===== config.mk =====
export PLATFORM = sky130hd
export DESIGN_NAME = bus_txn_ctrl
export DESIGN_NICKNAME = d
export VERILOG_FILES = /design/src/bus_txn_pkg.sv /design/src/word_fifo_if.sv /design/src/word_fifo.sv /design/src/bus_txn_ctrl.sv
export SDC_FILE = /design/constraint.sdc
export NUM_CORES = 1
export LEC_CHECK = 0
export BUFFER_PORTS_ARGS = -buffer_cell sky130_fd_sc_hd__buf_2
export CORE_ASPECT_RATIO = 1.75
export CORE_UTILIZATION = 48
export CTS_BUF_LIST = sky130_fd_sc_hd__clkbuf_8
export DETAILED_ROUTE_END_ITERATION = 6
export GPL_ROUTABILITY_DRIVEN = 0
export PLACE_DENSITY = 0.66
export SYNTH_ARGS = -nofsm -noshare
export SYNTH_HDL_FRONTEND = slang
export SYNTH_HIERARCHICAL = 1
export SYNTH_SLANG_ARGS = --single-unit

===== constraint.sdc =====
create_clock -name clk -period 5.23 [get_ports clk]
set_input_delay 0.523 -clock clk [delete_from_list [all_inputs] [get_ports clk]]
set_output_delay 0.523 -clock clk [all_outputs]
set_load 0.005 [all_outputs]

===== src/bus_txn_pkg.sv =====
// Shared constants for the processor system-bus transaction controller.
`default_nettype none
package bus_txn_pkg;

  // Bus widths.
  localparam int AD_W = 64;
  localparam int CMD_W = 9;
  localparam int INT_W = 8;

  // Command bus layout: bit 8 tells an address cycle from a data cycle.
  localparam int CMD_DATA_BIT = 8;
  localparam int CMD_WRITE_BIT = 7;
  localparam int CMD_NULL_BIT = 6;
  localparam int CMD_SIZE_LSB = 0;
  localparam int CMD_SIZE_W = 3;

  // Data identifier layout in data cycles.
  localparam int ID_LAST_BIT = 7;
  localparam int ID_ERROR_BIT = 6;

  // Transfer sizes carried in the command.
  localparam logic [2:0] SIZE_PARTIAL_WORD = 3'h0;
  localparam logic [2:0] SIZE_WORD = 3'h1;
  localparam logic [2:0] SIZE_PARTIAL_DWORD = 3'h2;
  localparam logic [2:0] SIZE_DWORD = 3'h3;
  localparam logic [2:0] SIZE_BLOCK = 3'h4;

  // Doublewords in one block transfer.
  localparam logic [2:0] BLOCK_BEATS = 3'h4;

  // Ready inputs must be seen asserted this many cycles, then in one more cycle, before an issue.
  localparam logic [1:0] READY_HOLD_CYCLES = 2'h2;

  // Address at which an external write reaches the interrupt register.
  localparam logic [63:0] INT_REG_ADDR = 64'h0000_0000_0000_0000;

  // Reset value of the interrupt register.
  localparam logic [7:0] INT_REG_RESET = 8'h00;

  // Write styles.
  typedef enum logic [1:0] {
    WSTYLE_LEGACY = 2'h0,
    WSTYLE_REISSUE = 2'h1,
    WSTYLE_PIPELINED = 2'h2
  } write_style_t;

endpackage
`default_nettype wire


===== src/word_fifo_if.sv =====
// Valid/ready link between the write-data buffer and its two users.
`timescale 1ns/1ps
`default_nettype none
interface word_fifo_if #(
  parameter int WIDTH = 64
);
  logic inValid;
  logic inReady;
  logic [WIDTH-1:0] inData;
  logic outValid;
  logic outReady;
  logic [WIDTH-1:0] outData;

  modport buffer (
    input inValid, inData, outReady,
    output inReady, outValid, outData
  );

  modport user (
    output inValid, inData, outReady,
    input inReady, outValid, outData
  );
endinterface
`default_nettype wire


===== src/word_fifo.sv =====
// Parameterised word FIFO with registered fill-side ready.
`timescale 1ns/1ps
`default_nettype none
module word_fifo #(
  parameter int WIDTH = 64,
  parameter int DEPTH = 16
) (
  // Clock and reset.
  input wire logic clk,
  input wire logic rst_n,
  // Both sides of the buffer.
  word_fifo_if.buffer port
);
  localparam int PTR_W = $clog2(DEPTH);
  localparam logic [PTR_W:0] FULL_COUNT = (PTR_W + 1)'(DEPTH);

  logic [WIDTH-1:0] mem [DEPTH];
  logic [PTR_W-1:0] wrPtr_reg;
  logic [PTR_W-1:0] rdPtr_reg;
  logic [PTR_W:0] count_reg;
  logic [PTR_W:0] count_next;
  logic inReady_reg;
  logic push;
  logic pop;

  assign push = port.inValid && inReady_reg;
  assign pop = port.outValid && port.outReady;
  assign port.inReady = inReady_reg;
  assign port.outValid = (count_reg != '0);
  assign port.outData = mem[rdPtr_reg];

  always_comb begin
    count_next = count_reg;
    if (push && !pop) begin
      count_next = count_reg + 1'b1;
    end else if (pop && !push) begin
      count_next = count_reg - 1'b1;
    end
  end

  always_ff @(posedge clk) begin
    if (push) begin
      mem[wrPtr_reg] <= port.inData;
    end
  end

  always_ff @(posedge clk or negedge rst_n) begin
    if (!rst_n) begin
      wrPtr_reg <= '0;
      rdPtr_reg <= '0;
      count_reg <= '0;
      inReady_reg <= 1'b0;
    end else begin
      if (push) begin
        wrPtr_reg <= (wrPtr_reg == PTR_W'(DEPTH - 1)) ? '0 : wrPtr_reg + 1'b1;
      end
      if (pop) begin
        rdPtr_reg <= (rdPtr_reg == PTR_W'(DEPTH - 1)) ? '0 : rdPtr_reg + 1'b1;
      end
      count_reg <= count_next;
      inReady_reg <= (count_next != FULL_COUNT);
    end
  end
endmodule // word_fifo
`default_nettype wire


===== src/bus_txn_ctrl.sv =====
// Processor-side transaction controller for the multiplexed system bus.
// How it works
// - Only one processor request outstanding at once.
// - Writes issue only with no read pending.
// - Reads and writes carry one of five sizes.
// - Read-ready gates reads, write-ready gates writes.
// - Reads may be split by external requests.
// - Read pending until final response word arrives.
// - Error identifier on response raises bus error.
// - Write finishes after final data word driven.
// - Legacy, reissue and pipelined write styles.
// - External requests: write one word, or null.
// - Null external request only returns mastership.
// - Handover pulses one cycle, three clock edges after agent request at the earliest.
// - Uncompelled handover during read needs cache miss when scEnable is set.
// - Mastership returns; no second external request meanwhile.
// - Idle processor picks grant or own request.
// - Grant while awaiting read-ready if request earlier.
// - Grant while awaiting write-ready if request earlier.
// - After voluntary handover, agent may precede response.
// - External writes reach only the interrupt register.
// - Responses accepted without any arbitration handshake.
// - Command top bit: 0 address, 1 data.
// - Valid signals qualify each side's bus cycles.
`timescale 1ns/1ps
`default_nettype none
module bus_txn_ctrl #(
  parameter int FIFO_DEPTH = 16,
  parameter int INT_WIDTH = bus_txn_pkg::INT_W
) (
  // Clock and reset.
  input wire logic clk,
  input wire logic rst_n,
  // Processor core request port.
  input wire logic reqValid,
  output logic reqReady,
  input wire logic reqWrite,
  input wire logic [2:0] reqSize,
  input wire logic [bus_txn_pkg::AD_W-1:0] reqAddr,
  // Processor core write data.
  input wire logic wdValid,
  output logic wdReady,
  input wire logic [bus_txn_pkg::AD_W-1:0] wdData,
  // Read response to the core.
  output logic rdValid,
  output logic [bus_txn_pkg::AD_W-1:0] rdData,
  output logic rdLast,
  output logic busError,
  output logic readPending,
  // Configuration and cache status.
  input wire logic [1:0] writeStyle,
  input wire logic scEnable,
  input wire logic scMiss,
  // Interrupt register written by the agent.
  output logic [INT_WIDTH-1:0] intReg,
  // System bus pins.
  input wire logic [bus_txn_pkg::AD_W-1:0] addr_data_bus_in,
  output logic [bus_txn_pkg::AD_W-1:0] addr_data_bus_out,
  output logic addr_data_bus_oe_n,
  input wire logic [bus_txn_pkg::CMD_W-1:0] cmd_bus_in,
  output logic [bus_txn_pkg::CMD_W-1:0] cmd_bus_out,
  output logic cmd_bus_oe_n,
  output logic cpu_drive_valid_n,
  input wire logic agent_drive_valid_n,
  input wire logic read_accept_n,
  input wire logic write_accept_n,
  input wire logic agent_bus_request_n,
  output logic handoverN
);
  localparam int AD_W = bus_txn_pkg::AD_W;
  localparam int CMD_W = bus_txn_pkg::CMD_W;
  localparam int SYNC_W = 4 + CMD_W + AD_W;
  // Active-low pins idle high after reset.
  localparam logic [SYNC_W-1:0] SYNC_RESET = {4'hf, {(CMD_W + AD_W){1'b0}}};

  typedef enum {
    ST_IDLE,
    ST_WAITRDY,
    ST_WDATA,
    ST_WGAP,
    ST_RWAIT,
    ST_SLAVE,
    ST_EXTDATA
  } state_t;

  function automatic logic [2:0] beatsFor(input logic [2:0] size);
    beatsFor = (size == bus_txn_pkg::SIZE_BLOCK) ? bus_txn_pkg::BLOCK_BEATS : 3'h1;
  endfunction

  function automatic state_t afterSlave(input state_t ret, input logic pending);
    afterSlave = (ret == ST_RWAIT && !pending) ? ST_IDLE : ret;
  endfunction

  // Pin synchroniser.
  logic [SYNC_W-1:0] syncA_reg;
  logic [SYNC_W-1:0] syncB_reg;
  logic rdAccept;
  logic wrAccept;
  logic agentReq;
  logic agentValid;
  logic [CMD_W-1:0] cmdIn;
  logic [AD_W-1:0] adIn;

  always_ff @(posedge clk or negedge rst_n) begin
    if (!rst_n) begin
      syncA_reg <= SYNC_RESET;
      syncB_reg <= SYNC_RESET;
    end else begin
      syncA_reg <= {read_accept_n, write_accept_n, agent_bus_request_n, agent_drive_valid_n,
                    cmd_bus_in, addr_data_bus_in};
      syncB_reg <= syncA_reg;
    end
  end

  assign rdAccept = !syncB_reg[SYNC_W-1];
  assign wrAccept = !syncB_reg[SYNC_W-2];
  assign agentReq = !syncB_reg[SYNC_W-3];
  assign agentValid = !syncB_reg[SYNC_W-4];
  assign cmdIn = syncB_reg[AD_W +: CMD_W];
  assign adIn = syncB_reg[AD_W-1:0];

  // Bus cycles seen from the agent.
  logic extAddrCycle;
  logic extDataCycle;
  assign extAddrCycle = agentValid && !cmdIn[bus_txn_pkg::CMD_DATA_BIT];
  assign extDataCycle = agentValid && cmdIn[bus_txn_pkg::CMD_DATA_BIT];

  // Write-data buffer.
  word_fifo_if #(.WIDTH(AD_W)) wbuf ();
  assign wbuf.inValid = wdValid;
  assign wbuf.inData = wdData;
  assign wdReady = wbuf.inReady;

  word_fifo #(
    .WIDTH(AD_W),
    .DEPTH(FIFO_DEPTH)
  ) u_wbuf (
    .clk(clk),
    .rst_n(rst_n),
    .port(wbuf)
  );

  // How long each ready input has been seen asserted.
  logic [1:0] rdHeld_reg;
  logic [1:0] wrHeld_reg;
  logic rdGo;
  logic wrGo;

  always_ff @(posedge clk or negedge rst_n) begin
    if (!rst_n) begin
      rdHeld_reg <= 2'h0;
      wrHeld_reg <= 2'h0;
    end else begin
      if (!rdAccept) begin
        rdHeld_reg <= 2'h0;
      end else if (rdHeld_reg != bus_txn_pkg::READY_HOLD_CYCLES) begin
        rdHeld_reg <= rdHeld_reg + 2'h1;
      end
      if (!wrAccept) begin
        wrHeld_reg <= 2'h0;
      end else if (wrHeld_reg != bus_txn_pkg::READY_HOLD_CYCLES) begin
        wrHeld_reg <= wrHeld_reg + 2'h1;
      end
    end
  end

  assign rdGo = rdAccept && (rdHeld_reg == bus_txn_pkg::READY_HOLD_CYCLES);
  assign wrGo = wrAccept && (wrHeld_reg == bus_txn_pkg::READY_HOLD_CYCLES);

  // Main sequencer and pin drivers.
  state_t state_reg;
  state_t ret_reg;
  logic curWrite_reg;
  logic [2:0] curSize_reg;
  logic [AD_W-1:0] curAddr_reg;
  logic [2:0] beat_reg;
  logic firstBeat_reg;
  logic agentFirst_reg;
  logic [AD_W-1:0] extAddr_reg;
  logic extIsWrite_reg;
  logic cancelReissue;
  logic lastBeat;
  logic issueRead;
  logic respCycle;
  logic respLast;
  logic readPending_reg;

  assign cancelReissue = firstBeat_reg && !wrAccept
                         && (writeStyle == bus_txn_pkg::WSTYLE_REISSUE);
  assign wbuf.outReady = (state_reg == ST_WDATA) && !cancelReissue;
  assign lastBeat = (beat_reg == beatsFor(curSize_reg) - 3'h1);
  assign issueRead = (state_reg == ST_WAITRDY) && !curWrite_reg && rdGo;
  // A data cycle inside an external write belongs to that write, not to a response.
  assign respCycle = extDataCycle && readPending_reg && (state_reg != ST_EXTDATA);
  assign respLast = respCycle && cmdIn[bus_txn_pkg::ID_LAST_BIT];

  always_ff @(posedge clk or negedge rst_n) begin
    if (!rst_n) begin
      state_reg <= ST_IDLE;
      ret_reg <= ST_IDLE;
      curWrite_reg <= 1'b0;
      curSize_reg <= bus_txn_pkg::SIZE_WORD;
      curAddr_reg <= '0;
      beat_reg <= 3'h0;
      firstBeat_reg <= 1'b0;
      agentFirst_reg <= 1'b0;
      extAddr_reg <= '0;
      extIsWrite_reg <= 1'b0;
      reqReady <= 1'b0;
      handoverN <= 1'b1;
      addr_data_bus_out <= '0;
      addr_data_bus_oe_n <= 1'b1;
      cmd_bus_out <= '0;
      cmd_bus_oe_n <= 1'b1;
      cpu_drive_valid_n <= 1'b1;
    end else begin
      reqReady <= 1'b0;
      handoverN <= 1'b1;
      addr_data_bus_oe_n <= 1'b1;
      cmd_bus_oe_n <= 1'b1;
      cpu_drive_valid_n <= 1'b1;
      case (state_reg)
        ST_IDLE: begin
          if (reqValid && reqReady) begin
            curWrite_reg <= reqWrite;
            curSize_reg <= reqSize;
            curAddr_reg <= reqAddr;
            agentFirst_reg <= agentReq;
            state_reg <= ST_WAITRDY;
          end else if (agentReq) begin
            handoverN <= 1'b0;
            agentFirst_reg <= 1'b0;
            ret_reg <= ST_IDLE;
            state_reg <= ST_SLAVE;
          end else begin
            reqReady <= 1'b1;
          end
          if (agentReq && agentFirst_reg) begin
            reqReady <= 1'b0;
          end
        end
        ST_WAITRDY: begin
          if (curWrite_reg ? (wrGo && wbuf.outValid && !readPending_reg) : rdGo) begin
            addr_data_bus_out <= curAddr_reg;
            addr_data_bus_oe_n <= 1'b0;
            cmd_bus_out <= {1'b0, curWrite_reg, 1'b0, 3'h0, curSize_reg};
            cmd_bus_oe_n <= 1'b0;
            cpu_drive_valid_n <= 1'b0;
            beat_reg <= 3'h0;
            firstBeat_reg <= curWrite_reg;
            state_reg <= curWrite_reg ? ST_WDATA : ST_RWAIT;
          end else if (agentReq && !(curWrite_reg ? wrAccept : rdAccept)) begin
            handoverN <= 1'b0;
            ret_reg <= ST_WAITRDY;
            state_reg <= ST_SLAVE;
          end
        end
        ST_WDATA: begin
          if (cancelReissue) begin
            state_reg <= ST_WAITRDY;
          end else if (wbuf.outValid) begin
            addr_data_bus_out <= wbuf.outData;
            addr_data_bus_oe_n <= 1'b0;
            cmd_bus_out <= {1'b1, lastBeat, 7'h00};
            cmd_bus_oe_n <= 1'b0;
            cpu_drive_valid_n <= 1'b0;
            firstBeat_reg <= 1'b0;
            beat_reg <= beat_reg + 3'h1;
            if (lastBeat) begin
              state_reg <= (writeStyle == bus_txn_pkg::WSTYLE_LEGACY) ? ST_WGAP : ST_IDLE;
            end
          end
        end
        ST_WGAP: begin
          state_reg <= ST_IDLE;
        end
        ST_RWAIT: begin
          if (!readPending_reg) begin
            state_reg <= ST_IDLE;
          end else if (agentReq && (!scEnable || scMiss)) begin
            handoverN <= 1'b0;
            ret_reg <= ST_RWAIT;
            state_reg <= ST_SLAVE;
          end
        end
        ST_SLAVE: begin
          if (extAddrCycle) begin
            if (cmdIn[bus_txn_pkg::CMD_NULL_BIT] || !cmdIn[bus_txn_pkg::CMD_WRITE_BIT]) begin
              state_reg <= afterSlave(ret_reg, readPending_reg);
            end else begin
              extAddr_reg <= adIn;
              extIsWrite_reg <= 1'b1;
              state_reg <= ST_EXTDATA;
            end
          end
        end
        ST_EXTDATA: begin
          // Further address cycles are ignored until the data word lands.
          if (extDataCycle) begin
            extIsWrite_reg <= 1'b0;
            state_reg <= afterSlave(ret_reg, readPending_reg);
          end
        end
        default: begin
          state_reg <= ST_IDLE;
        end
      endcase
    end
  end

  // Read pending tracking.
  always_ff @(posedge clk or negedge rst_n) begin
    if (!rst_n) begin
      readPending_reg <= 1'b0;
      readPending <= 1'b0;
    end else begin
      if (issueRead) begin
        readPending_reg <= 1'b1;
        readPending <= 1'b1;
      end else if (respLast) begin
        readPending_reg <= 1'b0;
        readPending <= 1'b0;
      end
    end
  end

  // Read response delivery, accepted in any state but ST_EXTDATA without arbitration.
  always_ff @(posedge clk or negedge rst_n) begin
    if (!rst_n) begin
      rdValid <= 1'b0;
      rdData <= '0;
      rdLast <= 1'b0;
      busError <= 1'b0;
    end else begin
      rdValid <= respCycle;
      rdLast <= respLast;
      busError <= respCycle && cmdIn[bus_txn_pkg::ID_ERROR_BIT];
      if (respCycle) begin
        rdData <= adIn;
      end
    end
  end

  // External writes reach only the interrupt register.
  always_ff @(posedge clk or negedge rst_n) begin
    if (!rst_n) begin
      intReg <= INT_WIDTH'(bus_txn_pkg::INT_REG_RESET);
    end else if ((state_reg == ST_EXTDATA) && extDataCycle && extIsWrite_reg
                 && (extAddr_reg == bus_txn_pkg::INT_REG_ADDR)) begin
      intReg <= adIn[INT_WIDTH-1:0];
    end
  end
endmodule // bus_txn_ctrl
`default_nettype wire


==> out/results.txt, run 1 <==
Outcome: finished, final reports clean
Grt met3 use: 4.91%
Min-Delay Path Class: input pin to flip-flop
Die Area: 117000 µm²
Top_reg_cell synth: edfxtp_1
DRT iter0 DRCs: 1926
Area growth, synth to finish: 17.6%
Slew HR: 33.9%
Crit Path Category: flip-flop to flip-flop
Number of flip-flops in the largest register: 1024
Sink Count: 1474
Crit path buf inv count: 2
Worst slack at placement: 2.08 ns
Peak VDD IR: 0.368 mV
CP Capture Type: flip-flop
Worst-Margin Slew: 0.991 ns
Placed Area: 59200 µm²
Hold Buf Count CTS: 206
Clock power frac: 29.1%
Post-synth EDFFs: 1024
Met1 global-route usage: 28.5%
Sw Ratio: 28.0%
Total number of vias: 30166
Antenna Violating Nets Remaining: 0
Htree depth: 4
Fmax: 314 MHz
Clk buf depth: 3
Critical path's slowest cell: buf_4
1st-pass router iterations: 5
Most Frequent Cell on Critical Path: buf_4
Worst-Skew Late Latency: 0.90 ns
Most used routing layer: met2
# IOs: 372
CTS buffer count: 204
Internal power: 21600 µW
Port Buf Inserts: 361
Clock Pin Slew Worst Setup and Hold Paths: 0.07 ns
CTS resizes: 0
Setup TNS: 0 ns
# Max-Cap Violations: 0
Critical Path Start Type: flip-flop
Worst-path maximum fanout: 36
Nets@finish: 3937
Sequential fraction of the synthesis area: 75.7%
Ys async rst share: 30.5%
Initial Utilization: 48.5%
Fill cell count: 8762
Crit path DAT: 3.91 ns
Share of cells above drive strength 1: 29.5%
Period minus WS final: 3.18 ns
Final cell area excluding filler cells: 65300 µm²
# Post-CTS Setup Buffers: 0
CTS tree: yes
Dpl hpwl: 73800 µm
Critical path's top delay family: buffers and inverters
Flop pwr share: 50.3%
Drt wl/cell: 24.3 µm
Yosys reg bits: 1474
Routed wire length: 131000 µm
Clk_skew: 0.0379 ns
DIE WIDTH: 259 µm
Met2 Usage GRT: 38.1%
First-pass GRT wire length: 194000 µm
Final Hold Fails: 0
Root buffer cell: clkbuf_8
Syn. warnings: 6
Tcrit/Tclk final: 60.8%
Final worst setup slack: 2.05 ns
Core area: 115000 µm²
Vias per cell: 5.60
Final core area utilization: 57.0%
Vias in the first global route: 30972
Total gr overflow: 0
Total GRT Usage: 22.5%
Initial antenna violation count: 16
Power per standard cell area: 460 nW/µm²
Fin. max-slew vios: 0
Req. time, crit path: 5.96 ns
Delay of the slowest critical-path stage: 0.72 ns
Post-synthesis cell area: 55500 µm²
Post-Synthesis Cells: 3037
Synth unique cells: 68
LEAKAGE: 0.0241 µW
Largest net degree at the start of global routing: 153
Comb pwr share: 20.6%
Residual DRC count: 0
Psw: 8410 µW
CP Cell Sequence: nor3b_2 -> buf_4 -> buf_4 -> mux2i_1 -> o21ai_0
Final Setup Violations: 0
Multi-input gate area: 12800 µm²
Row cnt: 164
RSZ-0062 raised after global routing: false
Syn avg cell area: 18.3 µm²
Hold slack: 0.122 ns
Register area: 42000 µm²
Die Y: 452 µm
-- final timing paths --
kind | cells after the start | slack, ns | startpoint | endpoint
worst max-delay path | 5 | 2.05 | state_reg[1] | addr_data_bus_out[34]
worst min-delay path | 4 | 0.12 | wdValid | u_wbuf/count_reg[3]
worst max register to register | 5 | 2.05 | state_reg[1] | addr_data_bus_out[34]
worst min register to register | 0 | 0.33 | syncA_reg[18] | syncB_reg[18]
max in group asynchronous | 3 | 3.66 | rst_n | curAddr_reg[43]
min in group asynchronous | 2 | 0.23 | rst_n | syncB_reg[23]
-- area by class of cell --
| class | instances | share of cell area [%] |
|---|---|---|
| repair buffers | 627 | 6.82 |
| clock buffers | 222 | 4.68 |
| diodes | 8 | 0.0307 |
| clock inverters | 160 | 1.51 |
| inverters | 11 | 0.0632 |
| well taps | 1494 | 2.86 |
| multi-input cells | 1392 | 19.6 |
| flip-flops and latches | 1474 | 64.4 |
-- metrics by stage --
stage	std cells	power [µW]
6_report	5388	30000
5_1_grt	5386	31400
4_1_cts	5380	30400
3_5_place_dp	4792	21500
3_3_place_gp	4792	21300
2_1_floorplan	3040	19100
-- synth_stat cells, types with 9 or more instances --
cell	n	share of area, %
nor2_1	20	0.14
nor4_1	17	0.19
a21oi_1	77	0.69
dfstp_2	11	0.52
dfrtp_1	439	20
buf_1	10	0.068
clkbuf_1	73	0.49
and2_1	18	0.20
mux2_4	9	0.24
inv_1	11	0.074
mux2_2	257	5.2
buf_4	10	0.14
ha_1	10	0.23
a221oi_1	64	1.0
o21ai_0	212	1.9
and3_1	9	0.10
mux4_2	128	5.2
buf_2	70	0.63
mux2i_1	258	4.7
nand2_1	161	1.1
edfxtp_1	1024	55
a22oi_1	64	0.87
-- cell usage in the layout, fill, tap and decap left out, types with 11 or more instances in the layout --
cell type and n:
clkinv_1 45, clkbuf_8 222, and2_4 13, nor2_1 20, o21ai_0 212, mux2i_1 258
nand2_1 160, edfxtp_1 1024, a221oi_1 64, buf_2 360, dfstp_2 11, inv_1 62
a21oi_1 76, dfrtp_1 435, clkinv_2 40, mux2_2 257, dlygate4sd3_1 206, a22oi_1 64
mux4_2 128, nor4_1 17, buf_4 50
-- layer usage --
metal / part of all wire, % / routed length (µm) / vias up
li1: - / - / 13277
met1: 41 / 53400 / 15610
met2: 50 / 65700 / 1003
met3: 5.9 / 7770 / 260
met4: 3.0 / 3890 / 16
met5: 0.088 / 115 / -
-- worst register-to-register path: cells and delay by family (launching register included) --
kind            cells  cell delay (ns)
buf+inv             2             1.31
mux                 1             0.75
flops               1             0.57
simple gates        1             0.23
compound gates      1             0.16
-- kinds of logic after synthesis --
logic type / Yosys count / share of synthesized area (%)
buffers and inverters: 174 / 1.40
other: 1 / 0.00675
flip-flops: 1474 / 75.7
adder cells (fa/ha/maj): 11 / 0.243
XOR/XNOR: 7 / 0.110
AND/OR/NAND/NOR: 273 / 2.34
multiplexers: 656 / 15.4
AO/OA/AOI/OAI: 441 / 4.83
-- power by group through the flow --
stage	Sequential, µW	Combinational (µW)	Clock [µW]
finish	15100	6190	8740
CTS	15100	6290	8970
global route	15300	6700	9440
global placement	15300	6040	0
floorplan	15100	4040	0
detailed placement	15300	6140	0
Power figures use the tool's default switching activity.
==> inputs of run 2 (changes only) <==
==> constraint.sdc (replaced) <==
create_clock -name clk -period 3.2 [get_ports clk]
set_input_delay 0.32 -clock clk [delete_from_list [all_inputs] [get_ports clk]]
set_output_delay 0.32 -clock clk [all_outputs]
set_load 0.005 [all_outputs]
==> run 2 against run 1 <==
- global-route usage rose by 0.22 points
- wire length rose by 0.89%
- largest power group unchanged
- utilization increased by 0.70 points
- highest routed layer unchanged
- critical path type unchanged
- count of clock-buffer cells in the layout down 4
==> out/results.txt, run 2 (same netlist as run 1, synthesis figures left out) <==
Outcome: finished, final reports clean
Crit Path Category: flip-flop to flip-flop
Setup TNS: 0 ns (unchanged)
Worst r2r src: state_reg[2]
Worst-Skew Late Latency: 0.90 ns (about the same)
Fill cell count: 8725 (-0.42%)
CTS buffer count: 203 (-0.49%)
Power per standard cell area: 740 nW/µm² (+61%)
Number of flip-flops in the largest register: 1024 (unchanged)
CTS tree: yes
Worst-path maximum fanout: 19 (-47%)
Final Setup Violations: 0 (unchanged)
Initial Utilization: 48.5% (unchanged)
DIE WIDTH: 259 µm (unchanged)
Total number of vias: 30227 (+0.20%)
Fin. max-slew vios: 0 (unchanged)
LEAKAGE: 0.0245 µW (+1.8%)
# IOs: 372 (unchanged)
DR WL met2: 69000 µm (+5.1%)
Most used cells in the layout excluding fill and tap cells: edfxtp_1 (1024), dfrtp_1 (435), buf_2 (360)
Sink Count: 1474 (unchanged)
Residual DRC count: 0 (unchanged)
Hold Buf Count CTS: 222 (+7.8%)
Port Buf Inserts: 361 (unchanged)
# Post-CTS Setup Buffers: 0 (unchanged)
Area growth, synth to finish: 19.0%
Die Y: 452 µm (unchanged)
Nets@finish: 4000 (+1.6%)
Vias in the first global route: 31845 (+2.8%)
First-pass GRT wire length: 197000 µm (+1.9%)
Multi-input gate area: 12800 µm² (unchanged)
CTS resizes: 0 (unchanged)
Vias per cell: 5.56 (-0.70%)
Dpl hpwl: 76400 µm (+3.5%)
Critical Path Start Type: flip-flop
DRT iter0 DRCs: 2148 (+12%)
Routed wire length: 132000 µm (+0.89%)
Largest net degree at the start of global routing: 98 (-36%)
Top layer in use: met5
Slew HR: 40.9% (+7.0 points)
Fmax: 346 MHz (+9.9%)
Hold slack: 0.0665 ns (-0.0555 ns)
Share of cells above drive strength 1: 29.8% (+0.29 points)
DRT met1 WL: 52100 µm (-2.4%)
Clk buf depth: 3 (unchanged)
Root buffer cell: clkbuf_8
Htree depth: 4 (unchanged)
Peak VDD IR: 0.526 mV (+43%)
Tcrit/Tclk final: 90.4% (+30 points)
1st-pass router iterations: 5 (unchanged)
Final Hold Fails: 0 (unchanged)
Crit path DAT: 3.66 ns (-0.25 ns)
Clk_skew: 0.0285 ns (-0.00940 ns)
Clock Pin Slew Worst Setup and Hold Paths: 0.07 ns (about the same)
RSZ-0062 raised after global routing: false
Drt wl/cell: 24.3 µm (about the same)
Total gr overflow: 0 (unchanged)
CP Capture Type: flip-flop
Met3 routed WL: 7460 µm (-4.1%)
Worst-Margin Slew: 0.886 ns (-0.105 ns)
Worst R2R Path Depth: 6 (+1)
# Max-Cap Violations: 0 (unchanged)
Min-Delay Path Class: input pin to async pin
Crit path launch: state_reg[2]
Most common cell after layout, fill and taps aside: edfxtp_1
Req. time, crit path: 3.96 ns (-2.00 ns)
Row cnt: 164 (unchanged)
Die Area: 117000 µm² (unchanged)
Initial antenna violation count: 15 (-1)
Antenna Violating Nets Remaining: 0 (unchanged)
Total GRT Usage: 22.7% (+0.22 points)
Period minus WS final: 2.89 ns (-0.288 ns)
R2R setup slack: 0.31 ns (-1.74 ns)
Core area: 115000 µm² (unchanged)
Register area: 42000 µm² (unchanged)
==> run 2: final timing paths <==
kind,to
max,intReg[7]
min,extAddr_reg[24]
max reg2reg,intReg[7]
min reg2reg,syncB_reg[32]
max in group asynchronous,curAddr_reg[20]
min in group clk,syncA_reg[33]
==> run 2: cell type report <==
| cell class | count | share of cell area, % |
|---|---|---|
| Timing Repair Buffer | 691 | 8.28 |
| Clock buffer | 218 | 4.54 |
| Antenna cell | 7 | 0.0265 |
| Sequential cell | 1474 | 63.6 |
| Multi-Input combinational cell | 1392 | 19.4 |
| Inverter | 11 | 0.0625 |
| Clock inverter | 150 | 1.25 |
| Tap cell | 1494 | 2.83 |
==> run 2: routing by layer <==
layer	up-vias	GRT usage, %
met3	232	4.40
li1	13396	-
met5	-	0
met2	916	40.0
met1	15669	27.9
met4	14	7.66
==> run 2: metrics by stage <==
step / power, µW / setup WS, ns / utilization [%] / area, µm² / instances
after floorplan: 31300 / 0.108 / - / 55500 / 3040
after global placement: 35300 / 0.341 / 52.4 / 60000 / 4840
after detailed placement: 35600 / 0.289 / 52.4 / 60000 / 4840
after CTS: 49400 / 0.281 / 57.7 / 66100 / 5430
after global routing: 51300 / 0.218 / 57.7 / 66100 / 5437
final: 48900 / 0.307 / 57.7 / 66100 / 5437
==> run 2: power by group <==
group	switching [µW]	total, µW	internal [µW]
Sequential	1340	24600	23300
Clock	6930	13600	6660
Combinational	5500	10700	5180
==> run 2: worst max-delay path, cell delays in order (launching register included) <==
cell      delay (ns)
dfrtp_1         0.71
nand3b_1        0.39
nor4_1          0.29
nand4_1         0.33
or4_1           0.51
buf_4           0.22
mux2_4          0.31
==> inputs of run 3 (changes only) <==
--- a/config.mk
+++ b/config.mk
@@ -11,6 +11,7 @@
 export CTS_BUF_LIST = sky130_fd_sc_hd__clkbuf_8
 export DETAILED_ROUTE_END_ITERATION = 6
 export GPL_ROUTABILITY_DRIVEN = 0
+export MAX_ROUTING_LAYER = met4
 export PLACE_DENSITY = 0.66
 export SYNTH_ARGS = -nofsm -noshare
 export SYNTH_HDL_FRONTEND = slang
==> run 3 against run 2 <==
- clock skew grew 0.0026 ns
- highest routed layer is now met4
- final area is essentially flat
- critical endpoint unchanged
- largest power group unchanged
- register-to-register slack is essentially flat
==> out/results.txt, run 3 (same netlist as run 1, synthesis figures left out) <==
Outcome: finished, final reports clean
Clock power frac: 27.8% (about the same)
LEAKAGE: 0.0245 µW (about the same)
Crit path DAT: 3.68 ns (+0.02 ns)
DRT iter0 DRCs: 2065 (-3.9%)
Worst-Skew Late Latency: 0.91 ns (about the same)
Initial Utilization: 48.5% (unchanged)
RSZ-0062 raised after global routing: false
Register area: 42000 µm² (unchanged)
Sw Ratio: 28.2% (about the same)
Routed wire length: 132000 µm (+0.11%)
Area growth, synth to finish: 19.1% (about the same)
Power per standard cell area: 740 nW/µm² (about the same)
Final Setup Violations: 0 (unchanged)
Drt wl/cell: 24.3 µm (about the same)
Largest net degree at the start of global routing: 98 (unchanged)
1st-pass router iterations: 5 (unchanged)
Vias in the first global route: 31827 (-0.057%)
Most common cell after layout, fill and taps aside: edfxtp_1
Vias per cell: 5.54 (-0.43%)
Tcrit/Tclk final: 90.9% (+0.45 points)
Initial antenna violation count: 16 (+1)
Worst R2R Path Depth: 6 (unchanged)
Fin. max-slew vios: 0 (unchanged)
CTS buffer count: 203 (unchanged)
Root buffer cell: clkbuf_8
Sink Count: 1474 (unchanged)
R2R setup slack: 0.29 ns (about the same)
Req. time, crit path: 3.97 ns (about the same)
Clk buf depth: 3 (unchanged)
Peak VDD IR: 0.526 mV (about the same)
Slew HR: 39.9% (-0.97 points)
Die Area: 117000 µm² (unchanged)
Dpl hpwl: 76400 µm (unchanged)
Min-Delay Path Class: input pin to async pin
Clock Pin Slew Worst Setup and Hold Paths: 0.06 ns (about the same)
Fill cell count: 8723 (-0.023%)
Worst r2r src: state_reg[2]
CTS tree: yes
Final Hold Fails: 0 (unchanged)
Share of cells above drive strength 1: 29.8% (unchanged)
# IOs: 372 (unchanged)
Psw: 13800 µW (+0.12%)
Period minus WS final: 2.91 ns (+0.0145 ns)
Multi-input gate area: 12800 µm² (unchanged)
RR Endpoint: intReg[7]
Fin cells: 5445 (+0.15%)
Fmax: 344 MHz (-0.50%)
Number of instances in the placed design: 4840 (unchanged)
Crit Path Category: flip-flop to flip-flop
Total number of vias: 30142 (-0.28%)
Internal power: 35100 µW (about the same)
Die Y: 452 µm (unchanged)
Htree depth: 4 (unchanged)
Antenna Violating Nets Remaining: 0 (unchanged)
Total GRT Usage: 23.4% (+0.70 points)
DIE WIDTH: 259 µm (unchanged)
CP Capture Type: flip-flop
Port Buf Inserts: 361 (unchanged)
Critical Path Start Type: flip-flop
Nets@finish: 4000 (unchanged)
Setup TNS: 0 ns (unchanged)
Total gr overflow: 0 (unchanged)
# Max-Cap Violations: 0 (unchanged)
Comb pwr share: 21.8% (about the same)
Clk_skew: 0.0311 ns (+0.00261 ns)
Row cnt: 164 (unchanged)
Flop pwr share: 50.4% (about the same)
Worst-Margin Slew: 0.901 ns (+0.0145 ns)
Worst-path maximum fanout: 19 (unchanged)
Core area: 115000 µm² (unchanged)
Number of flip-flops in the largest register: 1024 (unchanged)
Residual DRC count: 0 (unchanged)
Most used cells in the layout excluding fill and tap cells: edfxtp_1 (1024), dfrtp_1 (435), buf_2 (360)
First-pass GRT wire length: 197000 µm (about the same)
==> run 3: layer usage <==
metal	vias to the layer above	GRT usage, %	part of all wire, %	wire length (µm)
li1	13383	-	-	-
met1	15644	27.8	40	52200
met2	893	40.0	52	69200
met3	222	4.40	5.6	7390
met4	0	7.60	2.5	3310
met5	-	-	0	0
==> run 3: worst max path at each step <==
stage / end / startpoint / cells after the start
5_1_grt: intReg[7] / state_reg[2] / 6
2_1_floorplan: u_wbuf/mem[4][0] / u_wbuf/port.inReady / 5
3_5_place_dp: intReg[7] / state_reg[2] / 6
4_1_cts: intReg[7] / state_reg[2] / 6
3_3_place_gp: intReg[5] / state_reg[2] / 6
6_report: intReg[7] / state_reg[2] / 6
==> run 3: critical path: stages (launching register included) <==
cell	delay (ns)
dfrtp_1	0.72
nand3b_1	0.39
nor4_1	0.29
nand4_1	0.33
or4_1	0.51
buf_4	0.22
mux2_4	0.31
==> run 3: cell type report <==
| cell class | count | share of cell area, % |
|---|---|---|
| Timing Repair Buffer | 691 | 8.28 |
| Tap cell | 1494 | 2.83 |
| Inverter | 11 | 0.0625 |
| Multi-Input combinational cell | 1392 | 19.4 |
| Antenna cell | 15 | 0.0568 |
| Sequential cell | 1474 | 63.6 |
| Clock buffer | 218 | 4.54 |
| Clock inverter | 150 | 1.25 |
==> run 3: repair_timing <==
action | 4_1_cts | 5_1_grt
hold buffers | 222 | 0
resized for setup | 0 | 0
buffers inserted | 0 | 0
endpoints found under the hold margin | 1326 | 0
==> run 3: power by group through the flow <==
stage	clock (µW)	combinational (µW)	sequential [µW]
6_report	13600	10700	24600
4_1_cts	14000	10800	24700
5_1_grt	14800	11600	24900
3_5_place_dp	0	10600	25000
2_1_floorplan	0	6610	24700
3_3_place_gp	0	10400	24900
==> run 3: through the flow <==
step / setup WS, ns / area, µm² / total power (µW) / hold slack [ns] / util, %
2_1_floorplan: 0.108 / 55500 / 31300 / 0.0244 / -
3_3_place_gp: 0.341 / 60000 / 35300 / 0.333 / 52.4
3_5_place_dp: 0.289 / 60000 / 35600 / 0.335 / 52.4
4_1_cts: 0.281 / 66100 / 49400 / 0.00634 / 57.7
5_1_grt: 0.219 / 66100 / 51300 / 0.0326 / 57.7
6_report: 0.292 / 66100 / 48900 / 0.0586 / 57.7
